## src/hdl/ampseq_pkg.sv

```systemverilog
package ampseq_pkg;

	// ==========================================================
	// Timing
	// ==========================================================
	localparam int unsigned CLK_MHZ          = 250;
	localparam int unsigned SD_MIN_US        = 1000;
	localparam int unsigned T_START_US       = 18000;
	localparam int unsigned T_TIMEOUT_US     = 25000;
	localparam int unsigned T_OFF_US         = 1000;
	localparam int unsigned SD_MIN_CYC       = SD_MIN_US * CLK_MHZ;
	localparam int unsigned T_START_CYC      = T_START_US * CLK_MHZ;
	localparam int unsigned T_TIMEOUT_CYC    = T_TIMEOUT_US * CLK_MHZ;
	localparam int unsigned T_OFF_CYC        = T_OFF_US * CLK_MHZ;
	localparam int unsigned RATE_HI_KHZ      = 192;
	localparam int unsigned RATE_LO_KHZ      = 76;
	localparam int unsigned RATE_HI_DIV      = (CLK_MHZ * 1000) / RATE_HI_KHZ;
	localparam int unsigned RATE_LO_DIV      = (CLK_MHZ * 1000) / RATE_LO_KHZ;

	// ==========================================================
	// Modes and states
	// ==========================================================
	typedef enum logic [1:0] {
		MODE_STANDARD     = 2'h0,
		MODE_REDUCED_STD  = 2'h1,
		MODE_HYBRID       = 2'h2,
		MODE_REDUCED_HYB  = 2'h3
	} ampseq_mode_e;

	typedef enum logic [2:0] {
		ST_OFF      = 3'h0,
		ST_START    = 3'h1,
		ST_ZC_WAIT  = 3'h2,
		ST_ACTIVE   = 3'h3,
		ST_PWR_DOWN = 3'h4
	} ampseq_state_e;

endpackage : ampseq_pkg

```

## src/hdl/ampseq_sd_filter.sv

```systemverilog
`timescale 1ns/1ps
// ==========================================================
// Shutdown pin synchroniser and low-width filter
// ==========================================================
module ampseq_sd_filter #(
	parameter int unsigned MIN_CYC = ampseq_pkg::SD_MIN_CYC
) (
	// Clock and reset
	input  wire logic clk_sys,
	input  wire logic rstn,
	// Pin
	input  wire logic shutdown_n_pin,
	// Filtered level
	output logic      run_r
);
	localparam int W = $clog2(MIN_CYC + 1);

	logic         sync1_r;
	logic         sync2_r;
	logic [W-1:0] low_cnt_r;
	logic [W-1:0] low_cnt_nxt;
	logic         low_done;

	// A low must persist for the whole minimum width before the device honours it.
	assign low_done    = (low_cnt_r == W'(MIN_CYC - 1));
	assign low_cnt_nxt = sync2_r ? '0 : (low_done ? low_cnt_r : low_cnt_r + W'(1));

	always_ff @(posedge clk_sys or negedge rstn) begin
		if (!rstn) begin
			sync1_r   <= 1'b0;
			sync2_r   <= 1'b0;
			low_cnt_r <= '0;
			run_r     <= 1'b0;
		end else begin
			sync1_r   <= shutdown_n_pin;
			sync2_r   <= sync1_r;
			low_cnt_r <= low_cnt_nxt;
			if (sync2_r)
				run_r <= 1'b1;
			else if (low_done)
				run_r <= 1'b0;
		end
	end
endmodule : ampseq_sd_filter

```

## src/hdl/ampseq_rate_gen.sv

```systemverilog
`timescale 1ns/1ps
// ==========================================================
// Switching rate enable generator
// ==========================================================
module ampseq_rate_gen #(
	parameter int unsigned HI_DIV = ampseq_pkg::RATE_HI_DIV,
	parameter int unsigned LO_DIV = ampseq_pkg::RATE_LO_DIV
) (
	// Clock and reset
	input  wire logic clk_sys,
	input  wire logic rstn,
	// Control
	input  wire logic run,
	input  wire logic slow,
	// Enable pulse
	output logic      tick_r
);
	localparam int W = $clog2(LO_DIV + 1);

	logic [W-1:0] cnt_r;
	logic [W-1:0] limit;
	logic         wrap;

	assign limit = slow ? W'(LO_DIV - 1) : W'(HI_DIV - 1);
	assign wrap  = (cnt_r >= limit);

	always_ff @(posedge clk_sys or negedge rstn) begin
		if (!rstn) begin
			cnt_r  <= '0;
			tick_r <= 1'b0;
		end else begin
			cnt_r  <= (!run || wrap) ? '0 : cnt_r + W'(1);
			tick_r <= run && wrap;
		end
	end

endmodule : ampseq_rate_gen

```

## src/hdl/ampseq_top.sv

```systemverilog
`timescale 1ns/1ps
// ==========================================================
// Amplifier shutdown and mode sequencer
// ==========================================================
module ampseq_top #(
	parameter int unsigned START_CYC   = ampseq_pkg::T_START_CYC,
	parameter int unsigned TIMEOUT_CYC = ampseq_pkg::T_TIMEOUT_CYC,
	parameter int unsigned OFF_CYC     = ampseq_pkg::T_OFF_CYC,
	parameter int unsigned SD_MIN      = ampseq_pkg::SD_MIN_CYC,
	parameter int unsigned HI_DIV      = ampseq_pkg::RATE_HI_DIV,
	parameter int unsigned LO_DIV      = ampseq_pkg::RATE_LO_DIV
) (
	// Clock and reset
	input  wire logic        clk_sys,
	input  wire logic        rstn,
	// Host pins and straps
	input  wire logic        shutdown_n_pin,
	input  wire logic        mode_strap,
	input  wire logic        rail_filter_strap,
	// Analog status
	input  wire logic        supply_ok,
	input  wire logic        zero_cross,
	input  wire logic        low_amplitude,
	input  wire logic        transient_high,
	// Output stage control
	output logic             out_hiz_r,
	output logic             switch_en_r,
	output logic             switch_tick_r,
	output logic             slow_rate_r,
	output logic             rail_low_r,
	output logic             low_power_r,
	output logic             ready_r,
	output logic       [1:0] mode_r
);
	localparam int W = $clog2(TIMEOUT_CYC + START_CYC + 1);

	ampseq_pkg::ampseq_state_e st_r;
	ampseq_pkg::ampseq_state_e st_nxt;
	ampseq_pkg::ampseq_mode_e  mode_nxt;

	logic [W-1:0] cnt_r;
	logic [W-1:0] cnt_nxt;
	logic         run;
	logic         tick;
	logic         start_done;
	logic         zc_timeout;
	logic         off_done;
	logic         hybrid;
	logic         slow_nxt;
	logic         rail_low_nxt;
	logic         active_nxt;
	logic         strap_m_r;
	logic         strap_m_nxt;
	logic         strap_rf_r;
	logic         strap_rf_nxt;

	// ==========================================================
	// Submodules
	// ==========================================================
	ampseq_sd_filter #(
		.MIN_CYC        (SD_MIN)
	) u_filt (
		.clk_sys        (clk_sys),
		.rstn           (rstn),
		.shutdown_n_pin (shutdown_n_pin),
		.run_r          (run)
	);

	ampseq_rate_gen #(
		.HI_DIV  (HI_DIV),
		.LO_DIV  (LO_DIV)
	) u_rate (
		.clk_sys (clk_sys),
		.rstn    (rstn),
		.run     (active_nxt),
		.slow    (slow_nxt),
		.tick_r  (tick)
	);

	// ==========================================================
	// Mode decode
	// ==========================================================
	// Strap high means tied to the supply; a low rail-filter strap means a capacitor is fitted.
	function automatic ampseq_pkg::ampseq_mode_e decode_mode(input logic m, input logic rf, input logic ok);
		ampseq_pkg::ampseq_mode_e r;
		r = ampseq_pkg::MODE_STANDARD;
		if (rf || !ok)
			r = m ? ampseq_pkg::MODE_STANDARD : ampseq_pkg::MODE_REDUCED_STD;
		else
			r = m ? ampseq_pkg::MODE_HYBRID : ampseq_pkg::MODE_REDUCED_HYB;
		if (!ok)
			r = ampseq_pkg::MODE_STANDARD;
		return r;
	endfunction : decode_mode

	// The straps are latched only during start-up; a strap moved later waits for the next start-up.
	assign strap_m_nxt  = (st_r == ampseq_pkg::ST_START) ? mode_strap : strap_m_r;
	assign strap_rf_nxt = (st_r == ampseq_pkg::ST_START) ? rail_filter_strap : strap_rf_r;

	// The supply limit is watched continuously, so a sagging battery leaves hybrid at once.
	// The latched straps outlive the dip, so the chosen mode returns when the battery recovers.
	assign mode_nxt = decode_mode(strap_m_nxt, strap_rf_nxt, supply_ok);

	assign hybrid = (mode_nxt == ampseq_pkg::MODE_HYBRID) || (mode_nxt == ampseq_pkg::MODE_REDUCED_HYB);

	assign slow_nxt = (mode_nxt == ampseq_pkg::MODE_REDUCED_STD)
		|| ((mode_nxt == ampseq_pkg::MODE_REDUCED_HYB) && transient_high);

	assign rail_low_nxt = active_nxt && hybrid && low_amplitude;

	// ==========================================================
	// Sequencer
	// ==========================================================
	assign start_done = (cnt_r == W'(START_CYC - 1));
	assign zc_timeout = (cnt_r == W'(START_CYC + TIMEOUT_CYC - 1));
	assign off_done   = (cnt_r == W'(OFF_CYC - 1));

	always_comb begin
		st_nxt  = st_r;
		cnt_nxt = cnt_r + W'(1);
		case (st_r)
			ampseq_pkg::ST_OFF: begin
				cnt_nxt = '0;
				if (run)
					st_nxt = ampseq_pkg::ST_START;
			end
			ampseq_pkg::ST_START: begin
				if (!run) begin
					st_nxt  = ampseq_pkg::ST_PWR_DOWN;
					cnt_nxt = '0;
				end else if (start_done)
					st_nxt = ampseq_pkg::ST_ZC_WAIT;
			end
			ampseq_pkg::ST_ZC_WAIT: begin
				if (!run) begin
					st_nxt  = ampseq_pkg::ST_PWR_DOWN;
					cnt_nxt = '0;
				end else if (zero_cross || zc_timeout)
					st_nxt = ampseq_pkg::ST_ACTIVE;
			end
			ampseq_pkg::ST_ACTIVE: begin
				cnt_nxt = '0;
				if (!run)
					st_nxt = ampseq_pkg::ST_PWR_DOWN;
			end
			ampseq_pkg::ST_PWR_DOWN: begin
				if (off_done) begin
					st_nxt  = ampseq_pkg::ST_OFF;
					cnt_nxt = '0;
				end
			end
			default: begin
				st_nxt  = ampseq_pkg::ST_OFF;
				cnt_nxt = '0;
			end
		endcase
	end

	assign active_nxt = (st_nxt == ampseq_pkg::ST_ACTIVE);

	always_ff @(posedge clk_sys or negedge rstn) begin
		if (!rstn) begin
			st_r       <= ampseq_pkg::ST_OFF;
			cnt_r      <= '0;
			strap_m_r  <= 1'b1;
			strap_rf_r <= 1'b1;
		end else begin
			st_r       <= st_nxt;
			cnt_r      <= cnt_nxt;
			strap_m_r  <= strap_m_nxt;
			strap_rf_r <= strap_rf_nxt;
		end
	end

	// ==========================================================
	// Registered outputs
	// ==========================================================
	always_ff @(posedge clk_sys or negedge rstn) begin
		if (!rstn) begin
			out_hiz_r     <= 1'b1;
			switch_en_r   <= 1'b0;
			switch_tick_r <= 1'b0;
			slow_rate_r   <= 1'b0;
			rail_low_r    <= 1'b0;
			low_power_r   <= 1'b1;
			ready_r       <= 1'b0;
			mode_r        <= ampseq_pkg::MODE_STANDARD;
		end else begin
			out_hiz_r     <= !active_nxt;
			switch_en_r   <= active_nxt;
			switch_tick_r <= tick;
			slow_rate_r   <= active_nxt && slow_nxt;
			rail_low_r    <= rail_low_nxt;
			low_power_r   <= (st_nxt == ampseq_pkg::ST_OFF);
			ready_r       <= (st_nxt == ampseq_pkg::ST_ZC_WAIT) || active_nxt;
			mode_r        <= mode_nxt;
		end
	end
endmodule : ampseq_top

```

## config.mk

```make
export PLATFORM = sky130hd
export DESIGN_NAME = ampseq_top
export DESIGN_NICKNAME = d
export VERILOG_FILES = /design/src/hdl/ampseq_pkg.sv /design/src/hdl/ampseq_sd_filter.sv /design/src/hdl/ampseq_rate_gen.sv /design/src/hdl/ampseq_top.sv
export SDC_FILE = /design/constraint.sdc
export NUM_CORES = 1
export LEC_CHECK = 0
export ABC_AREA = 1
export BUFFER_PORTS_ARGS = -buffer_cell sky130_fd_sc_hd__buf_2
export CAP_MARGIN = 20
export CORE_UTILIZATION = 34
export DETAILED_ROUTE_END_ITERATION = 8
export SLEW_MARGIN = 10
export SYNTH_ARGS = -nofsm -noshare
export SYNTH_HDL_FRONTEND = slang
export SYNTH_SLANG_ARGS = --single-unit
```

## constraint.sdc

```tcl
create_clock -name clk_sys -period 2.94 [get_ports clk_sys]
set_input_delay 0.147 -clock clk_sys [delete_from_list [all_inputs] [get_ports clk_sys]]
set_output_delay 0.147 -clock clk_sys [all_outputs]
set_load 0.03 [all_outputs]
```

==> flow_summary.yaml <==
grt:
  antenna_found_initial: 0
  grt_overflow: 0
  grt_max_degree: 73
  grt_pass1_vias: 3164
  grt.total_usage_pct: 15.42
  grt_first_pass_wirelength_mm: 15.05
clock_tree:
  clock_path_buffers: 2
  cts_buffers: 9
  clk_pin_slew_worst_paths_ps: 60
  root_buffer: "clkbuf_16"
  clock_sinks: 72
  htreeDepth: 3
  cts_tree: "built"
  insertion_delay_ps: 340
timing:
  finClkSkew_ps: 8.554
  hold_viol_final: 0
  tns_ps: 0
  rsz0062_at_grt: "false"
  period_needed_ps: 2702
  setup_viol: 0
  drv_slew: 0
  max_freq_mhz: 370.1
  holdWs_ps: 35.58
  worstMarginPinSlew_ps: 896.8
  slew_headroom_pct: 40.21
  period_share_pct: 91.90
logic_synthesis:
  ys.warnings.count: 0
  ys_top_cells_by_area: "dfrtp_1 43%, nand2_1 8.3%, nor2_1 8.3%"
  syn-instance-count: 485
  syn_area_sq_mm: 0.004000
  synth_seq_area_share_pct: 45.17
  yosysUniqueCellTypes: 40
  synth_async_sr_flop_share_pct: 100.0
  syn_avg_cell_area_sq_um: 8.248
  ys_seq_elements: 72
  netlist.area_leader.share_pct: 42.54
  synth_edf_count: 0
  syn-num-nets: 504
  synthFlopType: "dfrtp_1"
  yosys.area.top_type: "dfrtp_1"
placed_design:
  portBuffers: 17
  place.gp.congestion: 0.9210
  post-dp-hpwl_mm: 6.373
routing:
  wl_mm: 8.751
  drt_first_pass_iters: 5
  routed-via-count: 3230
  vias_per_cell: 4.894
  postRouteAntennaNets: 0
  routedWlPerCell_um: 13.26
  dr.first_iter.drc_count: 161
  drc: 0
worst_setup_path:
  arrival_ps: 2970
  start_kind: "register"
  r2r_slack_ps: 240
  end_kind: "register"
  criticalPathCategory: "register to register"
  worstPathRequired_ps: 3210
  ff2ff_path_depth: 15
  cp_max_fo: 12
  r2r_start: "st_r[2]"
  reg2reg_to: "u_rate.cnt_r[11]"
die:
  design.core.area_sq_mm: 0.01142
  fp-row-count: 39
  pin_count: 18
  start_util_pct: 35.03
  die_x_um: 110.5
  die_h_um: 110.5
  dieArea_sq_mm: 0.01220
power_and_ir_drop:
  switching_power_mw: 0.4926
  pwr-share-seq_pct: 48.2
  p_leak_nw: 2.080
  p_per_area_mw_per_mm2: 457.4
  swShare_pct: 23.59
  combPwrFrac_pct: 2.9
  clkPwrFrac_pct: 48.9
  peakVddDrop_mv: 0.4340
  p_int_mw: 1.595
finish:
  area_growth_pct: 14.14
  diodes: 0
  nNetsFinal: 531
  fill_cells: 1172
  final_cell_mix: "88 x nand2_1, 88 x nor2_1, 67 x dfrtp_1"
  drive_above_1_share_pct: 13.73
min_path:
  hp-class: "primary input to register"
  holdPathStages: 3
  min_from: "mode_strap"
  min_to: "strap_m_r"
run_status:
  status: "complete, no violations"
run:
  max_cap_viol_count: 0
==> critical path, cell delays in order, from the launching register on <==
cell and delay [ps]:
dfrtp_2 460, inv_1 120, nand3_2 130, nand2_1 90, nand2_1 120, o21ai_4 240
inv_1 90, ha_1 290, nand2_1 110, a21oi_1 60, o21ai_0 190, nand3b_1 120
nor2_1 240, nand3_4 110, buf_12 180, nor2_1 80
==> worst max-delay path by stage <==
stage,startpoint,to,slack [ps],cells after the start
3_5_place_dp,st_r[2],u_rate.cnt_r[0],-100,15
2_1_floorplan,st_r[2],u_rate.cnt_r[3],450,14
4_1_cts,st_r[2],u_rate.cnt_r[0],30,15
5_1_grt,st_r[2],u_rate.cnt_r[11],20,16
3_3_place_gp,st_r[2],u_rate.cnt_r[0],140,15
6_report,st_r[2],u_rate.cnt_r[11],240,15
==> metrics by stage <==
stage          power [mW]  util [%]  cells  setup WS [ps]  cell area [sq um]
2_1_floorplan       1.049         -    485          445.3               4000
3_3_place_gp        1.081     37.06    641          135.5               4232
3_5_place_dp        1.083     37.06    641         -95.67               4232
4_1_cts             2.125     39.73    659          31.14               4537
5_1_grt             2.174     39.98    660          16.23               4566
6_report            2.088     39.98    660          238.0               4566
==> power groups by stage <==
stage | Combinational, mW | Sequential, mW | Clock [mW]
final | 0.0596 | 1.01 | 1.02
after global routing | 0.0704 | 1.01 | 1.10
after CTS | 0.0613 | 1.01 | 1.06
after detailed placement | 0.0584 | 1.02 | 0
after global placement | 0.0563 | 1.02 | 0
after floorplan | 0.0234 | 1.03 | 0
==> Yosys cell counts (2+ instances only) <==
library cell and count:
nand2_1 88, nor2_1 88, dfrtp_1 68, inv_1 54
nand3_1 26, xor2_1 26, nand4_1 19, o21ai_0 15
nor3_1 13, a21oi_1 12, nor2_4 11, ha_1 10
xnor2_1 5, dfstp_2 4, nor2_2 4, a31oi_1 3
inv_2 3, nand2_2 3, nand3_2 3, nor4_1 3
o31ai_1 3, buf_4 2, clkbuf_1 2, nand3b_1 2
nor3b_1 2, or2_2 2
==> cell type report <==
class                   instances  area [sq um]  area share [%]
flip-flops and latches         72          1808           39.60
well taps                     143         178.9           3.919
inverters                      57         214.0           4.686
clock inverters                 7         56.30           1.233
clock buffers                   9         225.2           4.933
repair buffers                 21         135.1           2.960
multi-input cells             351          1948           42.67
==> cells by family after synthesis <==
kind of cell               count (synthesis)  share of synthesized area [%]
muxes                                      1                         0.2502
DFF                                       72                          45.17
buffers and inverters                     62                          6.412
AOI/OAI and AO/OA                         39                          5.849
adders and majority gates                 10                          3.128
xor gates and xnor gates                  31                          6.788
and+or+nand+nor                          270                          32.41
==> layer usage <==
| metal | part of all wire (%) | track usage (%) |
|---|---|---|
| met1 | 46 | 19.83 |
| met2 | 48 | 24.89 |
| met3 | 3.6 | 4.720 |
| met4 | 1.9 | 4.533 |
| met5 | 0 | 0 |
==> sequential cells by signal (all words and copies together), names as in the netlist, 2 cells and up <==
name	count
cnt_r	24
mode_r	2
u_rate.cnt_r	12
st_r	3
u_filt.low_cnt_r	18
==> repair_timing <==
item                                   4_1_cts  5_1_grt
pin swaps                                    0        1
endpoints found under the hold margin       69        0
buffers inserted                             0        1
resized for setup                            1        2
hold buffers                                 2        0
setup endpoints to repair                   12       12
(Power assumes the default switching activity.)
